**src/design/nand_host_pkg.sv**
```systemverilog
/*
   Constants shared by the NAND host controller and its pin cycle engine.
   Assumes a 50 MHz system clock and a byte-wide NAND command/address/data port.
*/
// Behaviour
// Device aborts any operation on FFh reset
// Reset in cached program may abort previous page
// During power-up busy only FFh or 70h allowed
// Host issues only 70h or FFh while busy
// Host issues only defined command codes
// After 80h only 85h, 10h, 15h, FFh follow
// Other command after 80h skips the program
// Pages programmed in ascending order per block
// 70h in read mode selects status output
// 00h after status resumes data without address
// Write-protect low aborts program and erase
// Fifth address cycle is ignored
// At most 4 partial programs per page
// Block with 00h marker byte is bad
// Never erase a block marked bad
// Program failure: rewrite elsewhere, exclude block
// Erase failure: record block bad, block access
// Host corrects 8 bits per 512 bytes
// Shared busy line: learn state by status read
// Status bits: 0 fail, 5 ready, 7 unprotected
// Status ready after reset; repeated resets accepted
package nand_host_pkg;
   localparam int CLK_PERIOD_NS = 20;
   localparam int T_STROBE_NS = 25;
   localparam int STROBE_CYC = (T_STROBE_NS + CLK_PERIOD_NS - 1) / CLK_PERIOD_NS;
   localparam int T_WB_NS = 100;
   localparam int WB_CYC = (T_WB_NS + CLK_PERIOD_NS - 1) / CLK_PERIOD_NS;
   localparam int BLOCKS = 1024;
   localparam int ECC_CHUNK_BYTES = 512;
   localparam logic [2:0] PARTIAL_MAX = 3'h4;
   localparam logic [7:0] BAD_MARK = 8'h00;

   localparam logic [7:0] CMD_READ = 8'h00;
   localparam logic [7:0] CMD_RD_CHG = 8'h05;
   localparam logic [7:0] CMD_PROG = 8'h10;
   localparam logic [7:0] CMD_PROG_CACHE = 8'h15;
   localparam logic [7:0] CMD_READ_GO = 8'h30;
   localparam logic [7:0] CMD_CACHE_RD = 8'h31;
   localparam logic [7:0] CMD_COPY_RD = 8'h35;
   localparam logic [7:0] CMD_CACHE_END = 8'h3f;
   localparam logic [7:0] CMD_ERASE = 8'h60;
   localparam logic [7:0] CMD_STATUS = 8'h70;
   localparam logic [7:0] CMD_DATA_IN = 8'h80;
   localparam logic [7:0] CMD_COL_CHG = 8'h85;
   localparam logic [7:0] CMD_COPY_IN = 8'h8c;
   localparam logic [7:0] CMD_ID = 8'h90;
   localparam logic [7:0] CMD_ERASE_GO = 8'hd0;
   localparam logic [7:0] CMD_WR_CHG = 8'he0;
   localparam logic [7:0] CMD_RESET = 8'hff;

   localparam logic [1:0] KIND_CMD = 2'h0;
   localparam logic [1:0] KIND_ADDR = 2'h1;
   localparam logic [1:0] KIND_WDATA = 2'h2;
   localparam logic [1:0] KIND_RDATA = 2'h3;

   localparam logic [1:0] POST_NONE = 2'h0;
   localparam logic [1:0] POST_PROG = 2'h1;
   localparam logic [1:0] POST_ERASE = 2'h2;
   localparam logic [1:0] POST_READ = 2'h3;

   localparam int ST_FAIL = 0;
   localparam int ST_RDY = 5;
   localparam int ST_WP = 7;

   localparam logic [3:0] ADR_OP = 4'h0;
   localparam logic [3:0] ADR_STATUS = 4'h4;
   localparam logic [3:0] ADR_CTRL = 4'h8;
   localparam logic [1:0] CTRL_RESET = 2'h1;

   localparam int OPF_KIND = 8;
   localparam int OPF_CHECK = 10;
   localparam int SF_REFUSED = 1;
   localparam int SF_PFAIL = 4;
   localparam int SF_EFAIL = 5;
   localparam int SF_CHUNK = 24;
endpackage

```
**src/design/nand_host_ctrl.sv**
```systemverilog
/*
   Wishbone-controlled NAND host: software issues single bus cycles,
   the controller refuses illegal sequences, waits out busy by status
   polling, keeps a bad block table and a program page tracker.
   Assumes a classic Wishbone master and one NAND device on the pins.
*/
// Chosen here: the register offsets and the Wishbone slave port.
`timescale 1ns/1ps
`default_nettype none
module nand_host_ctrl #(
   parameter int BLOCKS = nand_host_pkg::BLOCKS,
   parameter int WB_CYC = nand_host_pkg::WB_CYC
) (
   input wire logic CLK_I,
   input wire logic RST_N_I,
   input wire logic [3:0] ADR_I,
   input wire logic [31:0] DAT_I,
   output logic [31:0] DAT_O,
   input wire logic WE_I,
   input wire logic [3:0] SEL_I,
   input wire logic CYC_I,
   input wire logic STB_I,
   output logic ACK_O,
   output logic NAND_CE_N_O,
   output logic NAND_CLE_O,
   output logic NAND_ALE_O,
   output logic NAND_WE_N_O,
   output logic READ_STROBE_N_O,
   output logic NAND_WP_N_O,
   output logic [7:0] NAND_IO_O,
   output logic NAND_IO_OE_O,
   input wire logic [7:0] NAND_IO_I,
   input wire logic READY_BUSY_LINE_I
);
   typedef enum logic [5:0] {
      S_IDLE = 6'h01,
      S_CYC = 6'h02,
      S_WB = 6'h04,
      S_SCMD = 6'h08,
      S_SREAD = 6'h10,
      S_RESUME = 6'h20
   } state_t;

   function automatic logic is_defined(input logic [7:0] c);
      case (c)
         nand_host_pkg::CMD_READ, nand_host_pkg::CMD_RD_CHG, nand_host_pkg::CMD_PROG,
         nand_host_pkg::CMD_PROG_CACHE, nand_host_pkg::CMD_READ_GO, nand_host_pkg::CMD_CACHE_RD,
         nand_host_pkg::CMD_COPY_RD, nand_host_pkg::CMD_CACHE_END, nand_host_pkg::CMD_ERASE,
         nand_host_pkg::CMD_STATUS, nand_host_pkg::CMD_DATA_IN, nand_host_pkg::CMD_COL_CHG,
         nand_host_pkg::CMD_COPY_IN, nand_host_pkg::CMD_ID, nand_host_pkg::CMD_ERASE_GO,
         nand_host_pkg::CMD_WR_CHG, nand_host_pkg::CMD_RESET: is_defined = 1'b1;
         default: is_defined = 1'b0;
      endcase
   endfunction

   function automatic logic makes_busy(input logic [7:0] c);
      case (c)
         nand_host_pkg::CMD_PROG, nand_host_pkg::CMD_PROG_CACHE, nand_host_pkg::CMD_READ_GO,
         nand_host_pkg::CMD_CACHE_RD, nand_host_pkg::CMD_COPY_RD, nand_host_pkg::CMD_CACHE_END,
         nand_host_pkg::CMD_ERASE_GO, nand_host_pkg::CMD_RESET: makes_busy = 1'b1;
         default: makes_busy = 1'b0;
      endcase
   endfunction

   state_t state;
   logic ack;
   logic [7:0] op_byte;
   logic [1:0] op_kind;
   logic op_check;
   logic prog_pending;
   logic status_mode;
   logic init_done;
   logic [2:0] addr_idx;
   logic row_from_zero;
   logic [15:0] row;
   logic trk_valid;
   logic [9:0] trk_block;
   logic [5:0] trk_page;
   logic [2:0] trk_cnt;
   logic [BLOCKS-1:0] bad_tbl;
   logic refused;
   logic prog_fail;
   logic erase_fail;
   logic chunk_flag;
   logic [8:0] chunk_cnt;
   logic [7:0] rd_byte;
   logic [7:0] st_byte;
   logic [1:0] ctrl;
   logic [1:0] post;
   logic [3:0] wb_cnt;
   logic launched;
   logic eng_done;
   logic [7:0] eng_rdata;

   // Bus decode
   wire wb_req = CYC_I & STB_I;
   wire wb_wr = wb_req & ack & WE_I;
   wire wr_op = wb_wr & (ADR_I == nand_host_pkg::ADR_OP) & SEL_I[0] & SEL_I[1];
   wire wr_ctrl = wb_wr & (ADR_I == nand_host_pkg::ADR_CTRL) & SEL_I[0];
   wire wr_stat = wb_wr & (ADR_I == nand_host_pkg::ADR_STATUS);
   wire clr_refused = wr_stat & SEL_I[0] & DAT_I[nand_host_pkg::SF_REFUSED];
   wire clr_pfail = wr_stat & SEL_I[0] & DAT_I[nand_host_pkg::SF_PFAIL];
   wire clr_efail = wr_stat & SEL_I[0] & DAT_I[nand_host_pkg::SF_EFAIL];
   wire clr_chunk = wr_stat & SEL_I[3] & DAT_I[nand_host_pkg::SF_CHUNK];

   // Checks on the requested cycle
   wire [1:0] new_kind = DAT_I[nand_host_pkg::OPF_KIND +: 2];
   wire [7:0] new_byte = DAT_I[7:0];
   wire new_check = DAT_I[nand_host_pkg::OPF_CHECK];
   wire is_cmd = (new_kind == nand_host_pkg::KIND_CMD);
   wire cmd_reset = is_cmd & (new_byte == nand_host_pkg::CMD_RESET);
   wire cmd_status = is_cmd & (new_byte == nand_host_pkg::CMD_STATUS);
   wire cmd_data_in = is_cmd & (new_byte == nand_host_pkg::CMD_DATA_IN);
   wire cmd_col = is_cmd & (new_byte == nand_host_pkg::CMD_COL_CHG);
   wire cmd_confirm = is_cmd & ((new_byte == nand_host_pkg::CMD_PROG) |
                                (new_byte == nand_host_pkg::CMD_PROG_CACHE));
   wire cmd_erase_go = is_cmd & (new_byte == nand_host_pkg::CMD_ERASE_GO);
   wire cmd_read = is_cmd & (new_byte == nand_host_pkg::CMD_READ);
   wire [9:0] cur_block = row[15:6];
   wire [5:0] cur_page = row[5:0];
   wire same_block = trk_valid & (cur_block == trk_block);
   wire status_rd_ok = (new_kind == nand_host_pkg::KIND_RDATA) & status_mode;
   wire bad_code = is_cmd & !is_defined(new_byte);
   wire init_block = !init_done & !cmd_reset & !cmd_status & !status_rd_ok;
   wire after80_block = prog_pending & is_cmd & !cmd_col & !cmd_confirm & !cmd_reset;
   wire order_block = cmd_confirm & same_block & ((cur_page < trk_page) |
                      ((cur_page == trk_page) & (trk_cnt >= nand_host_pkg::PARTIAL_MAX)));
   wire bad_hit = (cmd_confirm | cmd_erase_go) & bad_tbl[cur_block];
   wire refuse = (state != S_IDLE) | bad_code | init_block | after80_block | order_block | bad_hit;
   wire accept = wr_op & !refuse;

   // Engine launch
   wire auto_state = (state == S_SCMD) | (state == S_SREAD) | (state == S_RESUME);
   wire eng_start = accept | (auto_state & !launched);
   wire [1:0] eng_kind = accept ? new_kind :
                         (state == S_SREAD) ? nand_host_pkg::KIND_RDATA : nand_host_pkg::KIND_CMD;
   wire [7:0] eng_byte = accept ? new_byte :
                         (state == S_SCMD) ? nand_host_pkg::CMD_STATUS : nand_host_pkg::CMD_READ;
   wire st_ready = eng_rdata[nand_host_pkg::ST_RDY];
   wire st_fail = eng_rdata[nand_host_pkg::ST_FAIL];
   wire data_rd_done = (state == S_CYC) & eng_done & (op_kind == nand_host_pkg::KIND_RDATA);
   wire data_byte_done = data_rd_done & !status_mode;
   wire mark_scan = data_byte_done & op_check & (eng_rdata == nand_host_pkg::BAD_MARK);
   wire poll_done = (state == S_SREAD) & eng_done & st_ready;
   wire mark_fail = poll_done & st_fail & ((post == nand_host_pkg::POST_PROG) |
                                           (post == nand_host_pkg::POST_ERASE));
   wire chunk_wrap = data_byte_done & (chunk_cnt == 9'(nand_host_pkg::ECC_CHUNK_BYTES - 1));

   wire [31:0] status_word = {7'h00, chunk_flag, st_byte, rd_byte, status_mode, bad_tbl[cur_block],
                              erase_fail, prog_fail, init_done, READY_BUSY_LINE_I, refused,
                              (state != S_IDLE)};
   wire [31:0] rd_mux = (ADR_I == nand_host_pkg::ADR_OP) ? {21'h000000, op_check, op_kind, op_byte} :
                        (ADR_I == nand_host_pkg::ADR_STATUS) ? status_word :
                        (ADR_I == nand_host_pkg::ADR_CTRL) ? {30'h00000000, ctrl} : 32'h00000000;

   assign ACK_O = ack;
   assign NAND_CE_N_O = !ctrl[0];
   assign NAND_WP_N_O = ctrl[1];

   nand_pin_cycle u_cycle (
      .clk_i(CLK_I),
      .rst_n_i(RST_N_I),
      .start_i(eng_start),
      .kind_i(eng_kind),
      .byte_i(eng_byte),
      .done_o(eng_done),
      .rdata_o(eng_rdata),
      .cle_o(NAND_CLE_O),
      .ale_o(NAND_ALE_O),
      .we_n_o(NAND_WE_N_O),
      .rd_n_o(READ_STROBE_N_O),
      .io_o(NAND_IO_O),
      .io_oe_o(NAND_IO_OE_O),
      .io_i(NAND_IO_I)
   );

   always_ff @(posedge CLK_I) begin
      if (!RST_N_I) begin
         ack <= 1'b0;
         DAT_O <= 32'h00000000;
      end else begin
         ack <= wb_req & !ack;
         if (wb_req & !ack) begin
            DAT_O <= rd_mux;
         end
      end
   end

   // Sticky flags: a set in the clearing cycle wins
   always_ff @(posedge CLK_I) begin
      if (!RST_N_I) begin
         refused <= 1'b0;
         prog_fail <= 1'b0;
         erase_fail <= 1'b0;
         chunk_flag <= 1'b0;
         ctrl <= nand_host_pkg::CTRL_RESET;
         init_done <= 1'b0;
      end else begin
         refused <= (wr_op & refuse) | (refused & !clr_refused);
         prog_fail <= (mark_fail & (post == nand_host_pkg::POST_PROG)) | (prog_fail & !clr_pfail);
         erase_fail <= (mark_fail & (post == nand_host_pkg::POST_ERASE)) | (erase_fail & !clr_efail);
         chunk_flag <= chunk_wrap | (chunk_flag & !clr_chunk);
         if (wr_ctrl) begin
            ctrl <= DAT_I[1:0];
         end
         if (READY_BUSY_LINE_I | poll_done) begin
            init_done <= 1'b1;
         end
      end
   end

   always_ff @(posedge CLK_I) begin
      if (!RST_N_I) begin
         bad_tbl <= '0;
         chunk_cnt <= 9'h000;
         rd_byte <= 8'h00;
         st_byte <= 8'h00;
      end else begin
         if (mark_scan | mark_fail) begin
            bad_tbl[cur_block] <= 1'b1;
         end
         if (accept & is_cmd) begin
            chunk_cnt <= 9'h000;
         end else if (data_byte_done) begin
            chunk_cnt <= chunk_cnt + 9'h001;
         end
         if (data_byte_done) begin
            rd_byte <= eng_rdata;
         end
         if ((data_rd_done & status_mode) | ((state == S_SREAD) & eng_done)) begin
            st_byte <= eng_rdata;
         end
      end
   end

   // Command sequence and address tracking
   always_ff @(posedge CLK_I) begin
      if (!RST_N_I) begin
         op_byte <= 8'h00;
         op_kind <= nand_host_pkg::KIND_CMD;
         op_check <= 1'b0;
         prog_pending <= 1'b0;
         status_mode <= 1'b0;
         addr_idx <= 3'h0;
         row_from_zero <= 1'b0;
         row <= 16'h0000;
      end else if (accept) begin
         op_byte <= new_byte;
         op_kind <= new_kind;
         op_check <= new_check;
         if (is_cmd) begin
            addr_idx <= 3'h0;
            row_from_zero <= (new_byte == nand_host_pkg::CMD_ERASE);
            if (cmd_data_in) begin
               prog_pending <= 1'b1;
            end else if (!cmd_col) begin
               prog_pending <= 1'b0;
            end
            if (cmd_status) begin
               status_mode <= 1'b1;
            end else if (cmd_read | cmd_reset) begin
               status_mode <= 1'b0;
            end
         end else if (new_kind == nand_host_pkg::KIND_ADDR) begin
            if (addr_idx != 3'h7) begin
               addr_idx <= addr_idx + 3'h1;
            end
            // Row bytes follow two column bytes, or come first after 60h; later bytes change nothing
            if (addr_idx == (row_from_zero ? 3'h0 : 3'h2)) begin
               row[7:0] <= new_byte;
            end else if (addr_idx == (row_from_zero ? 3'h1 : 3'h3)) begin
               row[15:8] <= new_byte;
            end
         end
      end else if ((state == S_SREAD) & eng_done) begin
         status_mode <= 1'b1;
      end else if ((state == S_RESUME) & eng_done) begin
         status_mode <= 1'b0;
      end
   end

   // Program order tracker for the last programmed block
   always_ff @(posedge CLK_I) begin
      if (!RST_N_I) begin
         trk_valid <= 1'b0;
         trk_block <= 10'h000;
         trk_page <= 6'h00;
         trk_cnt <= 3'h0;
      end else if (accept & cmd_confirm) begin
         trk_valid <= 1'b1;
         trk_block <= cur_block;
         trk_page <= cur_page;
         if (same_block & (cur_page == trk_page)) begin
            trk_cnt <= trk_cnt + 3'h1;
         end else begin
            trk_cnt <= 3'h1;
         end
      end else if (accept & cmd_erase_go & same_block) begin
         trk_valid <= 1'b0;
      end
   end

   // Busy handling: every busy period after a command is ended by polling status, so a
   // busy line shared with other devices never misleads the controller
   always_ff @(posedge CLK_I) begin
      if (!RST_N_I) begin
         state <= S_IDLE;
         launched <= 1'b0;
         post <= nand_host_pkg::POST_NONE;
         wb_cnt <= 4'h0;
      end else begin
         if (eng_start) begin
            launched <= 1'b1;
         end else if (eng_done) begin
            launched <= 1'b0;
         end
         case (state)
            S_IDLE: begin
               if (accept) begin
                  state <= S_CYC;
               end
            end
            S_CYC: begin
               if (eng_done) begin
                  if ((op_kind == nand_host_pkg::KIND_CMD) & makes_busy(op_byte)) begin
                     wb_cnt <= 4'h0;
                     state <= S_WB;
                     case (op_byte)
                        nand_host_pkg::CMD_PROG, nand_host_pkg::CMD_PROG_CACHE:
                           post <= nand_host_pkg::POST_PROG;
                        nand_host_pkg::CMD_ERASE_GO: post <= nand_host_pkg::POST_ERASE;
                        nand_host_pkg::CMD_READ_GO: post <= nand_host_pkg::POST_READ;
                        default: post <= nand_host_pkg::POST_NONE;
                     endcase
                  end else begin
                     state <= S_IDLE;
                  end
               end
            end
            S_WB: begin
               wb_cnt <= wb_cnt + 4'h1;
               if (wb_cnt == 4'(WB_CYC - 1)) begin
                  state <= S_SCMD;
               end
            end
            S_SCMD: begin
               if (eng_done) begin
                  state <= S_SREAD;
               end
            end
            S_SREAD: begin
               if (poll_done) begin
                  state <= (post == nand_host_pkg::POST_READ) ? S_RESUME : S_IDLE;
               end
            end
            S_RESUME: begin
               if (eng_done) begin
                  state <= S_IDLE;
               end
            end
            default: state <= S_IDLE;
         endcase
      end
   end
endmodule
`default_nettype wire

```
**src/design/nand_pin_cycle.sv**
```systemverilog
/*
   One NAND bus cycle: command, address, data write or data read.
   Assumes the caller starts a cycle only while the engine is idle.
*/
`timescale 1ns/1ps
`default_nettype none
module nand_pin_cycle #(
   parameter int STROBE_CYC = nand_host_pkg::STROBE_CYC
) (
   input wire logic clk_i,
   input wire logic rst_n_i,
   input wire logic start_i,
   input wire logic [1:0] kind_i,
   input wire logic [7:0] byte_i,
   output logic done_o,
   output logic [7:0] rdata_o,
   output logic cle_o,
   output logic ale_o,
   output logic we_n_o,
   output logic rd_n_o,
   output logic [7:0] io_o,
   output logic io_oe_o,
   input wire logic [7:0] io_i
);
   typedef enum logic [3:0] {
      P_IDLE = 4'h1,
      P_SETUP = 4'h2,
      P_LOW = 4'h4,
      P_HIGH = 4'h8
   } phase_t;

   phase_t phase;
   logic [3:0] cnt;
   logic rd_cycle;
   wire cnt_end = (cnt == 4'(STROBE_CYC - 1));

   always_ff @(posedge clk_i) begin
      if (!rst_n_i) begin
         phase <= P_IDLE;
         cnt <= 4'h0;
         rd_cycle <= 1'b0;
         done_o <= 1'b0;
         rdata_o <= 8'h00;
         cle_o <= 1'b0;
         ale_o <= 1'b0;
         we_n_o <= 1'b1;
         rd_n_o <= 1'b1;
         io_o <= 8'h00;
         io_oe_o <= 1'b0;
      end else begin
         done_o <= 1'b0;
         case (phase)
            P_IDLE: begin
               if (start_i) begin
                  // Latches and data settle one cycle before the strobe falls
                  rd_cycle <= (kind_i == nand_host_pkg::KIND_RDATA);
                  cle_o <= (kind_i == nand_host_pkg::KIND_CMD);
                  ale_o <= (kind_i == nand_host_pkg::KIND_ADDR);
                  io_o <= byte_i;
                  io_oe_o <= (kind_i != nand_host_pkg::KIND_RDATA);
                  phase <= P_SETUP;
               end
            end
            P_SETUP: begin
               we_n_o <= rd_cycle;
               rd_n_o <= !rd_cycle;
               cnt <= 4'h0;
               phase <= P_LOW;
            end
            P_LOW: begin
               cnt <= cnt + 4'h1;
               if (cnt_end) begin
                  if (rd_cycle) begin
                     rdata_o <= io_i;
                  end
                  we_n_o <= 1'b1;
                  rd_n_o <= 1'b1;
                  cnt <= 4'h0;
                  phase <= P_HIGH;
               end
            end
            P_HIGH: begin
               cnt <= cnt + 4'h1;
               if (cnt_end) begin
                  cle_o <= 1'b0;
                  ale_o <= 1'b0;
                  io_oe_o <= 1'b0;
                  done_o <= 1'b1;
                  phase <= P_IDLE;
               end
            end
            default: phase <= P_IDLE;
         endcase
      end
   end
endmodule
`default_nettype wire

```
**config.mk**
```make
export PLATFORM = sky130hd
export DESIGN_NAME = nand_host_ctrl
export DESIGN_NICKNAME = d
export VERILOG_FILES = /design/src/design/nand_host_pkg.sv /design/src/design/nand_host_ctrl.sv /design/src/design/nand_pin_cycle.sv
export SDC_FILE = /design/constraint.sdc
export NUM_CORES = 2
export LEC_CHECK = 0
export ABC_AREA = 1
export BUFFER_PORTS_ARGS = -buffer_cell sky130_fd_sc_hd__buf_2
export CELL_PAD_IN_SITES_DETAIL_PLACEMENT = 1
export CELL_PAD_IN_SITES_GLOBAL_PLACEMENT = 2
export CORE_MARGIN = 3
export CORE_UTILIZATION = 30
export CTS_CLUSTER_DIAMETER = 30
export DETAILED_ROUTE_END_ITERATION = 8
export GPL_TIMING_DRIVEN = 0
export PLACE_DENSITY = 0.73
export SETUP_SLACK_MARGIN = 0.15
export SLEW_MARGIN = 10
export SYNTH_ARGS = -nofsm -noshare
export SYNTH_HDL_FRONTEND = slang
export SYNTH_SLANG_ARGS = --single-unit
```
**constraint.sdc**
```tcl
create_clock -name CLK_I -period 4.8 [get_ports CLK_I]
set_clock_uncertainty 0.2 [all_clocks]
set_input_delay 0 -clock CLK_I [delete_from_list [all_inputs] [get_ports CLK_I]]
set_output_delay 0 -clock CLK_I [all_outputs]
set_load 0.01 [all_outputs]
```
-- Yosys cells after proc, flatten, opt, wreduce, memory -nomap -nowiden
Cells that the tools add are included.
- register bits after elaboration: 1186
- input bits: 54
- $add $sub $neg: 5
- magnitude comparators: 4
- equality and inequality tests: 67
- muxes and demuxes: 64
- bitwise gates (word level): 88
- reductions and logical operators: 52
- operator list (kind ; count):
    1024-bit bitwise OR ; 1
    8-bit equality test, second input constant ; 9
    1-bit bitwise AND ; 64
    8-bit by 6-bit equality test with 1-bit output, second input constant ; 8
    25-bit 2-to-1 mux ; 2
    6-bit 2-to-1 mux ; 7
    6-bit one-hot mux with 6 select lines ; 1
    8-bit by 5-bit equality test with 1-bit output, second input constant ; 4
    1-bit 2-to-1 mux ; 25
    4-bit 2-to-1 mux ; 6
    3-bit AND reduction ; 8
    1-bit bitwise OR ; 20
    1-bit zero test ; 17
    17-bit OR reduction ; 1
    8-bit by 7-bit equality test with 1-bit output, second input constant ; 2
    8-bit zero test ; 2
    4-bit one-hot mux with 4 select lines ; 1
    3-bit 2-to-1 mux ; 5
    2-bit inequality test, second input constant ; 7
    2-bit nonzero test ; 7
    4-bit by 3-bit equality test with 1-bit output, second input constant ; 3
    2-bit by 1-bit inequality test with 1-bit output, second input constant ; 6
    4-bit one-hot mux with 3 select lines ; 1
    10-bit by 11-bit < comparator with 1-bit output, second input constant ; 1
    44 further kinds ; 72

-- Longest topological paths before layout
- depth in word-level cells: 16
- depth in mapped cells: 27
- mapped depth without buffers: 23

-- Hierarchy
A second synthesis with hierarchy kept.
- cell total of the unflattened synthesis: 7772
- area total of the unflattened synthesis: 51588.2 um2
- by module, submodules not included (module ; times used ; cells an instance ; area each (um2) ; sequential area each (um2)):
    nand_host_ctrl ; 1 ; 7586 ; 50209.4 ; 22982.0
    nand_pin_cycle ; 1 ; 186 ; 1378.8 ; 620.6

-- Worst setup path after synthesis
Ideal clock, no wire load.
- path type: reg-to-reg
- start: register row[6]
- end: register row[13]
- arrival time: 2520 ps
- required time: 4479 ps
- setup slack: 1959 ps
- cell stages (with the launch flop): 28
- buffers on the path: 5
- cells stage by stage: dfxtp_1 buf_6 buf_6 buf_6 buf_4 nand2_1 o21ai_0 nand2_1 nand2_1 nand2_1 nand2_1 nor2_1 nand2_1 nand2_1 nand2_1 o21ai_1 nand2_1 nor2_1 nand2_1 nand2_2 nand2_1 inv_1 nand2_2 inv_2 nand2_4 buf_6 o21ai_1 a21oi_1
- word-level cells in the longest chain between the ends: 9
- elaborated cells on any way between the ends: 12
- those cells by class: eq/ne (1); mux (2); bitwise (7); reduce/logical (2)
- ends and longest elaborated chain (element ; RTL line ; source):
    start: declaration ; nand_host_ctrl.sv:75 ; logic [15:0] row;
    start signal: assignment ; nand_host_ctrl.sv:270 ; row[7:0] <= new_byte;
    parallel branches: the longest is 5 deep, another holds 1-bit binary-select mux with 10-bit select ; n/a ;
    1-bit bitwise OR * ; nand_host_ctrl.sv:129 ; wire refuse = (state != S_IDLE) | bad_code | init_block | after80_block | order_block | bad_hit;
    1-bit zero test * ; nand_host_ctrl.sv:130 ; wire accept = wr_op & !refuse;
    1-bit bitwise AND * ; nand_host_ctrl.sv:130 ;
    5-bit AND reduction (no source line) * ; n/a ;
Mark *: on every way between the ends. The select of a mux whose other input is x is not followed.
A chain may end at the register's enable or synchronous reset.

-- Final worst setup path
- start: register row[7]
- end: register u_cycle.io_o[6]
- word-level cells in the longest chain between the ends: 10
- elaborated cells on any way between the ends: 14
- those cells by class: eq/ne (1); mux (3); bitwise (8); reduce/logical (2)
- ends and longest elaborated chain (element ; RTL line ; source):
    parallel branches: the longest is 5 deep, another holds 1-bit binary-select mux with 10-bit select ; n/a ;
    1-bit bitwise OR * ; nand_host_ctrl.sv:129 ;
    1-bit zero test * ; nand_host_ctrl.sv:130 ;
    1-bit bitwise AND * ; nand_host_ctrl.sv:130 ;
    1-bit bitwise OR ; nand_host_ctrl.sv:134 ; wire eng_start = accept | (auto_state & !launched);
    2-bit AND reduction (no source line) ; n/a ;
    end signal: assignment ; nand_pin_cycle.sv:59 ; io_o <= byte_i;
    end: declaration ; nand_pin_cycle.sv:21 ; output logic [7:0] io_o,
Marks and branches as above.

==> impl_metrics.tcl <==
set metrics [dict create \
    die_x_um 417.7 \
    ant_nets 0 \
    hp-class "input pin to flop" \
    setup_viol 0 \
    vias_per_cell 5.968 \
    crit_start "row[7]$_SDFFE_PN0P_" \
    end_kind "flop" \
    fillers 20385 \
    cts_max_path_buffers 4 \
    pre_cts_slack_ns -0.6162 \
    reg2reg_setup_slack_ns 0.11 \
    grt-ovfl-total 0 \
    peakVddDrop_uv 311.3 \
    critPathKind "flop to flop" \
    p_per_area_nw_per_um2 515.3 \
    synth_common_cells "nand2_1, dfxtp_1, nor2_1" \
    grt_antenna_before_repair 49 \
    grt_pass1_wl_mm 453.6 \
    yosysMostFrequentCell "nand2_1" \
    row_count 150 \
    dp_hpwl_mm 223.3 \
    rsz0062_at_grt "yes" \
    grt_pass1_vias 57769 \
    yosys.area.top_type "dfxtp_1" \
    area_growth_syn_to_layout_pct 34.33 \
    cp.arrival_ns 5.25 \
    cts_tree "done" \
    crit_fanout 10 \
    track_usage_pct 36.90 \
    worst_ep_required_time_ns 5.36 \
    drv_slew 11 \
    wire_per_inst_um 32.98 \
    cts.sinks 1179 \
    layout_setup_ws_ns 0.1131 \
    yosys_warnings 0 \
    vias 60783 \
    dieArea_um2 174400 \
    synth_seq_cells 1179 \
    die_y_um 417.7 \
    drt_iter0_markers 8158 \
    startpoint_type "flop" \
    gp_congestion 0.9782 \
    synth_edf_count 0 \
    numPortBuffers 68 \
    violations "max-capacitance violations, max-slew violations" \
    place_area_um2 54630 \
    yosys.area.top_type_share_pct 46.43 \
    post-route-period-util_pct 97.64 \
    pin_count 102 \
    cap_violations 1 \
    grt_max_degree 17 \
    dr.pass1.iters 8 \
    drc 0 \
    status "finished with violations" \
    postSynth.asyncResetShare_pct 0 \
    syn_inst 7140 \
    fin_area_um2 68290 \
    cts.clk_slew.worst_paths_ns 0.04 \
    ys.flop_type "dfxtp_1" \
    maxSlewHeadroom_pct -1.119 \
    cts-root-buf "clkbuf_16" \
    synth_cell_types 45 \
    initial_utilization_pct 30.30 \
    htreeDepth 5 \
    worstHoldStart "DAT_I[2]" \
    hold_viol 0 \
    r2r_start "row[7]$_SDFFE_PN0P_" \
    wirelength_mm 335.9 \
    clk_latency_ns 0.96 \
    cellLeakagePower_nw 27.53 \
    ys_seq_area_share_pct 46.43 \
    synthTopCellsByArea "dfxtp_1, nand2_1, a31oi_1" \
    layout.nets 7758 \
    fmax_mhz 213.4 \
    drive_gt1_share_pct 13.89 \
    tightest_slew_ns 1.517 \
    cts_buffers 350 \
    fin_tns_setup_ns 0 \
    coreArea_um2 167800 \
    avgSynthCellArea_um2 7.120 \
    netlist_area_um2 50840 \
    fin_crit_ns 4.687 \
]
-- flip-flops by register name, indices dropped and copies added, names as in the netlist, 3 cells and up --
| name | cells |
|---|---|
| DAT_O | 25 |
| addr_idx | 3 |
| bad_tbl | 1024 |
| chunk_cnt | 9 |
| op_byte | 8 |
| rd_byte | 8 |
| row | 16 |
| st_byte | 8 |
| state | 6 |
| trk_block | 10 |
| trk_cnt | 3 |
| trk_page | 6 |
| u_cycle.cnt | 4 |
| u_cycle.io_o | 8 |
| u_cycle.phase | 4 |
| u_cycle.rdata_o | 8 |
| wb_cnt | 4 |
-- cells in the final DEF (no fill, tap or decap), drive strengths merged, types with 6 or more instances in the layout --
cell	netlist	final
a21oi	334	334
a31oi	817	817
buf	252	352
bufinv	0	60
clkbuf	410	880
clkinv	1	73
clkinvlp	0	18
conb	1	7
dfxtp	1179	1179
diode	0	24
dlygate4sd3	0	84
ha	18	18
inv	386	391
nand2	1665	1665
nand3	505	505
nand4	139	139
nor2	1046	1046
nor3	25	25
nor4	7	7
o211ai	18	18
o21ai	300	300
o221ai	6	6
-- through the flow --
step / util [%] / cells / power, mW / hold WS [ns]
6_report: 40.70 / 10184 / 35.19 / 0.02855
3_3_place_gp: 32.16 / 9418 / 10.71 / 0.1026
4_1_cts: 40.58 / 10156 / 35.15 / 0.01221
3_5_place_dp: 32.56 / 9440 / 10.72 / 0.1091
2_1_floorplan: - / 7146 / 10.44 / -0.05724
5_1_grt: 40.66 / 10160 / 35.82 / 0.02560
-- worst max-delay path: stages, from the launching register on --
cell      delay, ns
dfxtp_1        0.30
buf_4          0.27
buf_2          0.52
buf_2          0.74
nand2_1        0.12
nand2_1        0.10
nand2_1        0.10
nand2_1        0.14
nor2_1         0.05
nand2_1        0.06
nand2_1        0.07
nand2_2        0.26
o21ai_1        0.13
nand2_1        0.10
nor2_1         0.07
nand2_2        0.20
nand2_4        0.12
nand3_4        0.16
nand2_2        0.09
nand2_1        0.08
buf_4          0.22
clkinv_2       0.18
nand2_1        0.14
a21oi_1        0.07
-- layout make-up --
| type | count | area (µm²) | area share [%] |
|---|---|---|---|
| timing repair buffer | 188 | 1843 | 2.699 |
| antenna | 24 | 60.06 | 0.08795 |
| clock buffer | 467 | 9955 | 14.58 |
| sequential | 1179 | 23600 | 34.57 |
| tap | 2204 | 2758 | 4.038 |
| multi-input combinational | 4918 | 22950 | 33.60 |
| inverter | 387 | 1464 | 2.144 |
| clock inverter | 155 | 2382 | 3.489 |
| buffer | 662 | 3276 | 4.797 |
-- cell families after synthesis --
family / share of synthesized area, %
xor+xnor: 0.1206
compound gates: 16.93
fa+ha+maj: 0.4430
simple gates: 27.31
buf+inv: 8.762
other cells: 0.007377
flops: 46.43
-- power breakdown --
| part | internal (mW) | switching, mW | total (mW) | leakage [nW] |
|---|---|---|---|---|
| combinational | 0.181 | 0.539 | 0.720 | 12.0 |
| clock | 17.5 | 7.03 | 24.6 | 6.06 |
| sequential | 9.87 | 0.0322 | 9.91 | 9.50 |
-- routing by layer --
metal / vias to the layer above / routed length, µm / GRT usage, %
li1: 25150 / - / -
met1: 30243 / 132300 / 47.18
met2: 4103 / 137800 / 53.12
met3: 1271 / 39770 / 11.26
met4: 16 / 25890 / 24.97
met5: - / 113 / 0
-- repair_timing --
item                                    CTS  global route
gates resized for setup                  50            53
hold endpoints to repair                147             0
gates cloned                              0             0
endpoints found under the setup margin  199           219
hold buffers                             84             0
pin swaps                                 5             5
buffers inserted                         10             4
-- path summary, 6_finish.rpt --
check             depth (start not counted)                            to
setup / recovery                         23  u_cycle.io_o[6]$_SDFFE_PN0P_
hold / removal                            4          row[10]$_SDFFE_PN0P_
setup reg to reg                         23  u_cycle.io_o[6]$_SDFFE_PN0P_
hold reg to reg                           2       rd_byte[4]$_SDFFE_PN0P_
Power figures use the tool's default switching activity.
